[config.mk]
export PLATFORM = sky130hd
export DESIGN_NAME = psrs_scaler
export DESIGN_NICKNAME = d
export VERILOG_FILES = /design/src/verilog/psrs_pkg.sv /design/src/verilog/psrs_mult.sv /design/src/verilog/psrs_scaler.sv
export SDC_FILE = /design/constraint.sdc
export NUM_CORES = 2
export LEC_CHECK = 0
export ABC_AREA = 1
export BUFFER_PORTS_ARGS = -buffer_cell sky130_fd_sc_hd__buf_2
export CAP_MARGIN = 20
export CORE_ASPECT_RATIO = 1.1
export CORE_MARGIN = 5
export CORE_UTILIZATION = 65
export CTS_CLUSTER_DIAMETER = 60
export DETAILED_ROUTE_END_ITERATION = 8
export HOLD_SLACK_MARGIN = 0.15
export PLACE_DENSITY = 0.89
export SYNTH_ARGS = -nofsm -noshare
export SYNTH_HDL_FRONTEND = slang
export SYNTH_SLANG_ARGS = --single-unit
[constraint.sdc]
create_clock -name sys_clk -period 7.1 [get_ports sys_clk]
set_input_delay 1.42 -clock sys_clk [delete_from_list [all_inputs] [get_ports sys_clk]]
set_output_delay 1.42 -clock sys_clk [all_outputs]
set_load 0.01 [all_outputs]
[src/verilog/psrs_pkg.sv]
// Summary of operation
// - coefficient equals mantissa times two to exponent
// - 3-bit exponent setting, resets to binary 010
// - 19-bit signed 1.18 mantissa, resets to 25868h
// - supply reading is signed 2.22, 24 bits
// - live reading readable, updates continuously, resets zero
// - feedback path works only while enable set
package psrs_pkg;

  // ----------------------------------------------------------------
  // widths
  // ----------------------------------------------------------------
  localparam int SMP_W = 24;
  localparam int MANT_W = 19;
  localparam int SHIFT_W = 3;
  localparam int PROD_W = SMP_W + MANT_W;
  localparam int WIDE_W = PROD_W + 7;
  localparam int FRAC_DROP = 18;

  // ----------------------------------------------------------------
  // register offsets
  // ----------------------------------------------------------------
  localparam logic [7:0] ADDR_CTRL = 8'h34;
  localparam logic [7:0] ADDR_COEF_HI = 8'h35;
  localparam logic [7:0] ADDR_COEF_MID = 8'h36;
  localparam logic [7:0] ADDR_COEF_LO = 8'h37;
  localparam logic [7:0] ADDR_READ_HI = 8'h3B;
  localparam logic [7:0] ADDR_READ_MID = 8'h3C;
  localparam logic [7:0] ADDR_READ_LO = 8'h3D;

  // ----------------------------------------------------------------
  // field positions
  // ----------------------------------------------------------------
  localparam int CTRL_FB_EN_BIT = 5;
  localparam int COEF_SHIFT_LSB = 4;
  localparam int COEF_MANT_HI_W = 3;

  // ----------------------------------------------------------------
  // reset values
  // ----------------------------------------------------------------
  localparam logic [SHIFT_W-1:0] SHIFT_RST = 3'h2;
  localparam logic [MANT_W-1:0] MANT_RST = 19'h25868;
  localparam logic [SMP_W-1:0] READ_RST = 24'h000000;
  localparam logic [7:0] RDATA_RST = 8'h00;

  // ----------------------------------------------------------------
  // saturation limits of the 2.22 result
  // ----------------------------------------------------------------
  localparam logic [SMP_W-1:0] SAT_MAX = 24'h7FFFFF;
  localparam logic [SMP_W-1:0] SAT_MIN = 24'h800000;

  // ----------------------------------------------------------------
  // carriers
  // ----------------------------------------------------------------
  typedef struct packed {
    logic [MANT_W-1:0] mant;
    logic [SHIFT_W-1:0] shift;
  } psrs_coef_s;

  typedef struct packed {
    logic valid;
    logic sat;
    logic [SMP_W-1:0] data;
  } psrs_corr_s;

endpackage : psrs_pkg

[src/verilog/psrs_mult.sv]
`timescale 1ns/10ps
module psrs_mult
  import psrs_pkg::*;
(
  input wire logic sys_clk,
  input wire logic arst_n,
  input wire logic ce,
  input wire logic in_valid,
  input wire logic [SMP_W-1:0] in_data,
  input wire psrs_coef_s coef,
  output psrs_corr_s out
);

  // ----------------------------------------------------------------
  // state
  // ----------------------------------------------------------------
  typedef struct packed {
    logic p_valid;
    logic signed [PROD_W-1:0] prod;
    logic [SHIFT_W-1:0] p_shift;
    psrs_corr_s res;
  } psrs_mult_state_s;

  psrs_mult_state_s st_r;
  psrs_mult_state_s st_nxt;
  logic signed [WIDE_W-1:0] wide;
  logic ovf;

  always_comb begin
    st_nxt = st_r;
    wide = WIDE_W'(st_r.prod) <<< st_r.p_shift;
    ovf = (wide[WIDE_W-1:PROD_W-2] != {(WIDE_W-PROD_W+2){wide[PROD_W-2]}});
    if (ce) begin
      st_nxt.p_valid = in_valid;
      st_nxt.p_shift = coef.shift;
      if (in_valid) begin
        st_nxt.prod = PROD_W'($signed(in_data) * $signed(coef.mant));
      end
      st_nxt.res.valid = st_r.p_valid;
      if (st_r.p_valid) begin
        st_nxt.res.sat = ovf;
        if (ovf) begin
          st_nxt.res.data = wide[WIDE_W-1] ? SAT_MIN : SAT_MAX;
        end else begin
          st_nxt.res.data = wide[FRAC_DROP+SMP_W-1:FRAC_DROP];
        end
      end
    end
  end

  always_ff @(posedge sys_clk or negedge arst_n) begin
    if (!arst_n) begin
      st_r <= '0;
    end else begin
      st_r <= st_nxt;
    end
  end

  assign out = st_r.res;

  // ----------------------------------------------------------------
  // checks
  // ----------------------------------------------------------------
  property p_coef_unity;
    @(posedge sys_clk) disable iff (!arst_n)
    (ce && in_valid && coef.mant == 19'h20000 && coef.shift == 3'h1) ##1 ce
      |=> (out.data == $past(in_data, 2)) && !out.sat;
  endproperty
  a_coef_unity: assert property (p_coef_unity) else $error("unity coefficient changed the sample");

  property p_sat_limit;
    @(posedge sys_clk) disable iff (!arst_n)
    out.sat |-> (out.data == SAT_MAX || out.data == SAT_MIN);
  endproperty
  a_sat_limit: assert property (p_sat_limit) else $error("saturated result not at a limit");

  property p_zero_coef;
    @(posedge sys_clk) disable iff (!arst_n)
    (ce && in_valid && coef.mant == 19'h00000) ##1 ce |=> out.valid && out.data == 24'h000000;
  endproperty
  a_zero_coef: assert property (p_zero_coef) else $error("zero coefficient gave nonzero result");

endmodule : psrs_mult

[src/verilog/psrs_scaler.sv]
`timescale 1ns/10ps
module psrs_scaler
  import psrs_pkg::*;
#(
  parameter int SAMPLE_W = SMP_W,
  parameter int MANTISSA_W = MANT_W
) (
  input wire logic sys_clk,
  input wire logic arst_n,
  input wire logic ce,
  input wire logic smp_valid,
  input wire logic [SMP_W-1:0] smp_data,
  input wire logic [7:0] reg_addr,
  input wire logic reg_wr,
  input wire logic [7:0] reg_wdata,
  input wire logic reg_rd,
  output logic [7:0] reg_rdata,
  output logic feedback_en,
  output logic corr_valid,
  output logic corr_sat,
  output logic [SMP_W-1:0] corr_data
);

  // ----------------------------------------------------------------
  // elaboration checks
  // ----------------------------------------------------------------
  if (SAMPLE_W != SMP_W) begin : g_bad_smp
    $error("sample width must be 24");
  end
  if (MANTISSA_W != MANT_W) begin : g_bad_mant
    $error("mantissa width must be 19");
  end

  // ----------------------------------------------------------------
  // state
  // ----------------------------------------------------------------
  typedef struct packed {
    logic fb_en;
    psrs_coef_s coef;
    logic [SHIFT_W-1:0] shd_shift;
    logic [COEF_MANT_HI_W-1:0] shd_mant_hi;
    logic [7:0] shd_mant_mid;
    logic [SMP_W-1:0] reading;
    logic [15:0] snap;
    logic [7:0] rdata;
    psrs_corr_s corr;
  } psrs_state_s;

  psrs_state_s st_r;
  psrs_state_s st_nxt;
  psrs_corr_s mult_out;

  // ----------------------------------------------------------------
  // helpers
  // ----------------------------------------------------------------
  function automatic logic [7:0] byte_sel(input logic [23:0] word, input logic [1:0] idx);
    logic [7:0] b;
    b = 8'h00;
    case (idx)
      2'h2: b = word[23:16];
      2'h1: b = word[15:8];
      default: b = word[7:0];
    endcase
    return b;
  endfunction : byte_sel

  function automatic logic [7:0] coef_hi_byte(input logic [SHIFT_W-1:0] sh,
                                              input logic [COEF_MANT_HI_W-1:0] mh);
    logic [7:0] b;
    b = 8'h00;
    b[COEF_SHIFT_LSB +: SHIFT_W] = sh;
    b[COEF_MANT_HI_W-1:0] = mh;
    return b;
  endfunction : coef_hi_byte

  // ----------------------------------------------------------------
  // next state
  // ----------------------------------------------------------------
  always_comb begin
    st_nxt = st_r;
    if (ce) begin
      // live reading follows the decimator
      if (smp_valid) begin
        st_nxt.reading = smp_data;
      end

      // register writes
      if (reg_wr) begin
        if (reg_addr == ADDR_CTRL) begin
          st_nxt.fb_en = reg_wdata[CTRL_FB_EN_BIT];
        end else if (reg_addr == ADDR_COEF_HI) begin
          st_nxt.shd_shift = reg_wdata[COEF_SHIFT_LSB +: SHIFT_W];
          st_nxt.shd_mant_hi = reg_wdata[COEF_MANT_HI_W-1:0];
        end else if (reg_addr == ADDR_COEF_MID) begin
          st_nxt.shd_mant_mid = reg_wdata;
        end else if (reg_addr == ADDR_COEF_LO) begin
          // low byte commits the whole coefficient at once
          st_nxt.coef.shift = st_r.shd_shift;
          st_nxt.coef.mant = {st_r.shd_mant_hi, st_r.shd_mant_mid, reg_wdata};
        end
      end

      // register reads
      if (reg_rd) begin
        if (reg_addr == ADDR_CTRL) begin
          st_nxt.rdata = 8'h00;
          st_nxt.rdata[CTRL_FB_EN_BIT] = st_r.fb_en;
        end else if (reg_addr == ADDR_COEF_HI) begin
          st_nxt.rdata = coef_hi_byte(st_r.coef.shift, st_r.coef.mant[MANT_W-1:16]);
        end else if (reg_addr == ADDR_COEF_MID) begin
          st_nxt.rdata = st_r.coef.mant[15:8];
        end else if (reg_addr == ADDR_COEF_LO) begin
          st_nxt.rdata = st_r.coef.mant[7:0];
        end else if (reg_addr == ADDR_READ_HI) begin
          // high byte freezes the lower two for a coherent word
          st_nxt.rdata = byte_sel(st_r.reading, 2'h2);
          st_nxt.snap = st_r.reading[15:0];
        end else if (reg_addr == ADDR_READ_MID) begin
          st_nxt.rdata = byte_sel({8'h00, st_r.snap}, 2'h1);
        end else if (reg_addr == ADDR_READ_LO) begin
          st_nxt.rdata = byte_sel({8'h00, st_r.snap}, 2'h0);
        end else begin
          st_nxt.rdata = 8'h00;
        end
      end

      // correction output, cleared while feedback is off
      if (st_r.fb_en) begin
        st_nxt.corr = mult_out;
      end else begin
        st_nxt.corr = '0;
      end
    end
  end

  always_ff @(posedge sys_clk or negedge arst_n) begin
    if (!arst_n) begin
      st_r.fb_en <= 1'b0;
      st_r.coef.shift <= SHIFT_RST;
      st_r.coef.mant <= MANT_RST;
      st_r.shd_shift <= SHIFT_RST;
      st_r.shd_mant_hi <= MANT_RST[MANT_W-1:16];
      st_r.shd_mant_mid <= MANT_RST[15:8];
      st_r.reading <= READ_RST;
      st_r.snap <= READ_RST[15:0];
      st_r.rdata <= RDATA_RST;
      st_r.corr <= '0;
    end else begin
      st_r <= st_nxt;
    end
  end

  // ----------------------------------------------------------------
  // scaling pipeline
  // ----------------------------------------------------------------
  psrs_mult u_mult (
    .sys_clk(sys_clk),
    .arst_n(arst_n),
    .ce(ce),
    .in_valid(smp_valid && st_r.fb_en),
    .in_data(smp_data),
    .coef(st_r.coef),
    .out(mult_out)
  );

  // ----------------------------------------------------------------
  // outputs
  // ----------------------------------------------------------------
  assign reg_rdata = st_r.rdata;
  assign feedback_en = st_r.fb_en;
  assign corr_valid = st_r.corr.valid;
  assign corr_sat = st_r.corr.sat;
  assign corr_data = st_r.corr.data;

  // ----------------------------------------------------------------
  // checks
  // ----------------------------------------------------------------
  property p_shift_commit;
    @(posedge sys_clk) disable iff (!arst_n)
    (ce && reg_wr && reg_addr == ADDR_COEF_LO) |=> st_r.coef.shift == $past(st_r.shd_shift);
  endproperty
  a_shift_commit: assert property (p_shift_commit) else $error("exponent not committed");

  property p_mant_commit;
    @(posedge sys_clk) disable iff (!arst_n)
    (ce && reg_wr && reg_addr == ADDR_COEF_LO)
      |=> st_r.coef.mant == {$past(st_r.shd_mant_hi), $past(st_r.shd_mant_mid), $past(reg_wdata)};
  endproperty
  a_mant_commit: assert property (p_mant_commit) else $error("mantissa not committed");

  property p_coef_hold;
    @(posedge sys_clk) disable iff (!arst_n)
    !(ce && reg_wr && reg_addr == ADDR_COEF_LO) |=> $stable(st_r.coef);
  endproperty
  a_coef_hold: assert property (p_coef_hold) else $error("coefficient changed without commit");

  property p_read_update;
    @(posedge sys_clk) disable iff (!arst_n)
    (ce && smp_valid) |=> st_r.reading == $past(smp_data);
  endproperty
  a_read_update: assert property (p_read_update) else $error("reading did not follow sample");

  property p_read_hold;
    @(posedge sys_clk) disable iff (!arst_n)
    !(ce && smp_valid) |=> $stable(st_r.reading);
  endproperty
  a_read_hold: assert property (p_read_hold) else $error("reading moved without sample");

  property p_snap;
    @(posedge sys_clk) disable iff (!arst_n)
    (ce && reg_rd && reg_addr == ADDR_READ_HI)
      |=> st_r.snap == $past(st_r.reading[15:0]) && reg_rdata == $past(st_r.reading[23:16]);
  endproperty
  a_snap: assert property (p_snap) else $error("reading word not coherent");

  property p_fb_off;
    @(posedge sys_clk) disable iff (!arst_n)
    (!feedback_en && ce) |=> !corr_valid;
  endproperty
  a_fb_off: assert property (p_fb_off) else $error("correction issued while feedback off");

  property p_corr_latency;
    @(posedge sys_clk) disable iff (!arst_n)
    (ce && smp_valid && feedback_en) ##1 (ce && feedback_en) ##1 (ce && feedback_en) |=> corr_valid;
  endproperty
  a_corr_latency: assert property (p_corr_latency) else $error("correction missing after sample");

endmodule : psrs_scaler

==> results by group <==
Global routing
  – Initial antenna violation count: 0
  – Gr ovfl total: 0
  – Gr usage total: between 30% and 40%
  – Largest net degree at the start of global routing: approximately 70
  – Global-route wire length before repair: 114,000 um
  – Vias in the first global route: 22,600

Die
  – Die width: about 200 um
  – # IOs: 81
  – Initial core utilization: 65.5%
  – Die H: 218 um
  – Die ar.: between 0.04 and 0.05 mm2
  – Core ar.: slightly below 0.04 mm2
  – FP Rows: 76

Logic synthesis
  – Yosys warnings: 0
  – Post-synthesis mux area share: less than 1%
  – Most area-consuming cells after synthesis: fa_1 (35%), dfrtp_1 (16%), nand2_1 (12%)
  – Share of the synthesized area in the top cell type: 35.4%
  – Adder-cell share of the synthesized area: 41.2%
  – Synth Instances: roughly 3,200
  – Post-synth cell types: between 50 and 60
  – Post-Synthesis Cell Area: around 0.026 mm2
  – Synthesized net count: approximately 3,800
  – Post-synthesis xor/xnor area fraction: less than 1%
  – Async SR Flop Fraction: 100%
  – Mean Syn Cell Area: 7.95 um2
  – Compound-Gate Fraction of Synth Area: 7.02%
  – Primary FF master, synth: dfrtp_1
  – Yosys reg bits: 173
  – Sequential fraction of the synthesis area: 17.0%
  – Post-synth top area cell: fa_1
  – Post-Synth Simple-Gate Area: approximately 18%
  – Number of enable flip-flop cells after synthesis: 0
  – Largest family of logic cells by synthesized area: adder cells

Route
  – Iteration-0 DRC Markers: ~2,400
  – Total wire length: between 70,000 and 80,000 um
  – 1st-pass router iterations: 6
  – DR vias: between 20,000 and 25,000
  – Via-per-instance ratio: between 5 and 6
  – Post-route ant nets: 0
  – Drt drc: 0
  – Drt wl/cell: ~19 um

Worst setup path
  – CP Data Arrival Time: between 7 and 8 ns
  – Startpoint Class: primary input
  – FF-to-FF End: u_mult.st_r[57]
  – Crit path max fanout: 12
  – CP startpoint: smp_data[23]
  – CP required: ~7.5 ns
  – Critical path class: primary input to flop
  – Worst Reg-to-Reg Cells: 19
  – Crit end category: flop
  – Critical R2R Launch: st_r[104]
  – Reg2reg setup slack: about 0.44 ns

Clock tree
  – Root cell of the clock tree: clkbuf_16
  – Worst-path clk slew: approximately 0.07 ns
  – CTS tree: built
  – Clock sink count: 173
  – Total CTS buffers: 17
  – Worst-Skew Late Latency: ~0.47 ns
  – CTS max path bufs: 2
  – H-tree levels: 4

Timing
  – Hold Violations, Final: 0
  – Worst slew margin: about 18%
  – Tcrit/Tclk final: a little over nine tenths
  – TNS Setup: 0 ns
  – Final setup viols: 0
  – Pins over their slew limit: 0
  – Final min period: 6.81 ns
  – Clock skew: roughly 0.013 ns
  – RSZ-0062 raised after global routing: no
  – Worst Slack Setup Final: 0.285 ns
  – Worst slew pin tran: 1.24 ns
  – Hold Slack: 0.484 ns
  – Fmax: ~150 MHz

Flow run
  – Max Cap Violations: 0

Worst hold path
  – Hold EP: st_r[79]
  – Min-Delay Path Depth: 2
  – HP Start: st_r[79]
  – Hold Path Class: flop to flop

Place
  – # port buffers: 80
  – Post-DP HPWL: 56,000 um
  – Final GP Congestion: ~1
  – Placement Setup Slack: -0.320 ns

Pwr
  – Leak Pwr: 15.9 nW
  – Max IR drop VDD: 0.000493 V
  – Power per cell area: slightly above 400 mW/mm2

Layout
  – Nets: between 3,000 and 4,000
  – Area delta synth->final: 8.32%
  – Fraction of layout cells with a size suffix above 1: 11.4%

Run status
  – Status: completed
## worst max-delay path: stages
cell      delay [ns]
clkbuf_4        0.19
nand2_1         0.14
inv_1           0.10
fa_1            0.59
inv_2           0.09
fa_1            0.56
fa_1            0.45
buf_4           0.19
fa_1            0.48
inv_1           0.06
fa_1            0.53
inv_1           0.05
fa_1            0.47
inv_1           0.04
ha_1            0.28
ha_1            0.33
buf_4           0.16
nand2_1         0.10
nor2_1          0.16
nand2_1         0.10
nor2_1          0.14
nand4_1         0.17
nand3_1         0.12
nand2_1         0.05
nand3_1         0.08
nand2_1         0.08
## Yosys cell counts, types with 3 or more instances
master and number:
nand2_1 812, inv_1 801, fa_1 453, o21ai_0 164, nor2_1 163, dfrtp_1 160, clkbuf_1 132, ha_1 118
a21oi_1 85, nand3_1 83, buf_4 34, a21oi_2 19, nand3_2 19, nor3_1 16, xnor2_1 15, dfstp_2 13
mux2_2 9, buf_6 8, o21ai_1 8, buf_2 7, o21ai_2 7, mux2i_1 6, nand3b_1 6, nand4_1 6
o21a_1 6, a22oi_1 5, a31oi_1 5, or2_2 5, xor2_1 5, inv_2 4, nand2_2 4, o211ai_1 4
o22ai_1 4, buf_1 3, nor4_1 3, o21bai_1 3
## repair_timing
| action | 4_1_cts | 5_1_grt |
|---|---|---|
| gates resized for setup | 0 | 6 |
| hold buffers | 0 | 0 |
| endpoints found under the setup margin | 0 | 8 |
| buffers inserted | 0 | 0 |
## cells in the final DEF, fill, tap and decap left out, drive strengths merged, types with 4 or more instances in the layout
cell	instances
nand2	818
inv	814
fa	453
buf	252
o21ai	179
nor2	166
dfrtp	160
ha	118
a21oi	105
nand3	103
clkbuf	18
nor3	16
xnor2	15
dfstp	13
mux2	11
or2	7
nand4	6
o21a	6
nand3b	6
mux2i	6
a31oi	5
xor2	5
a22oi	5
o211ai	4
o22ai	4
clkinv	4
## power breakdown
group / switching [mW] / internal [mW]
clock network: 0.470 / 0.575
logic: 5.21 / 3.83
registers: 0.101 / 1.10
total: 5.78 / 5.51
## flip-flops by register name (all words and copies together), names as in the netlist
register / count
corr_valid: 1
u_mult.out: 26
st_r: 76
corr_sat: 1
reg_rdata: 8
u_mult.st_r: 36
corr_data: 24
feedback_en: 1
## cells by family after synthesis
logic type | Yosys count
adders and majority gates | 571
AOI/OAI and AO/OA | 320
buffers and inverters | 993
muxes | 17
DFF | 173
and+or+nand+nor | 1128
xor gates and xnor gates | 20
## area by class of cell
cell class / instances / area [um2]
antenna: 1 / 2.50
clock buffer: 17 / 425
clock inverter: 15 / 216
fill: 2777 / 11300
inverter: 807 / 3030
multi-input combinational: 2056 / 17300
sequential: 173 / 4350
tap: 507 / 634
timing repair buffer: 253 / 1770
## how the worst max path moves through the flow
stage	endpoint
2_1_floorplan	u_mult.st_r[71]
3_3_place_gp	u_mult.st_r[70]
3_5_place_dp	u_mult.st_r[70]
4_1_cts	u_mult.st_r[70]
5_1_grt	u_mult.st_r[70]
6_report	u_mult.st_r[70]
## through the flow
stage	instance area, um2	std cells	util, %	total power, mW
after global routing	27700	3828	71.0	12.3
after CTS	27700	3827	70.9	11.1
after detailed placement	27100	3795	69.3	10.0
after floorplan	25600	3222	-	6.72
final	27700	3829	71.0	11.3
after global placement	27100	3795	69.3	9.75
## per-layer routing
layer | share of wire (%) | vias to the layer above | track usage (%)
met3 | 9.7 | 399 | 6.12
li1 | - | 9547 | -
met1 | 36 | 10400 | 42.6
met4 | 7.3 | 0 | 18.8
met2 | 47 | 1272 | 54.4
met5 | 0 | - | 0
Power figures use the tool's default switching activity.
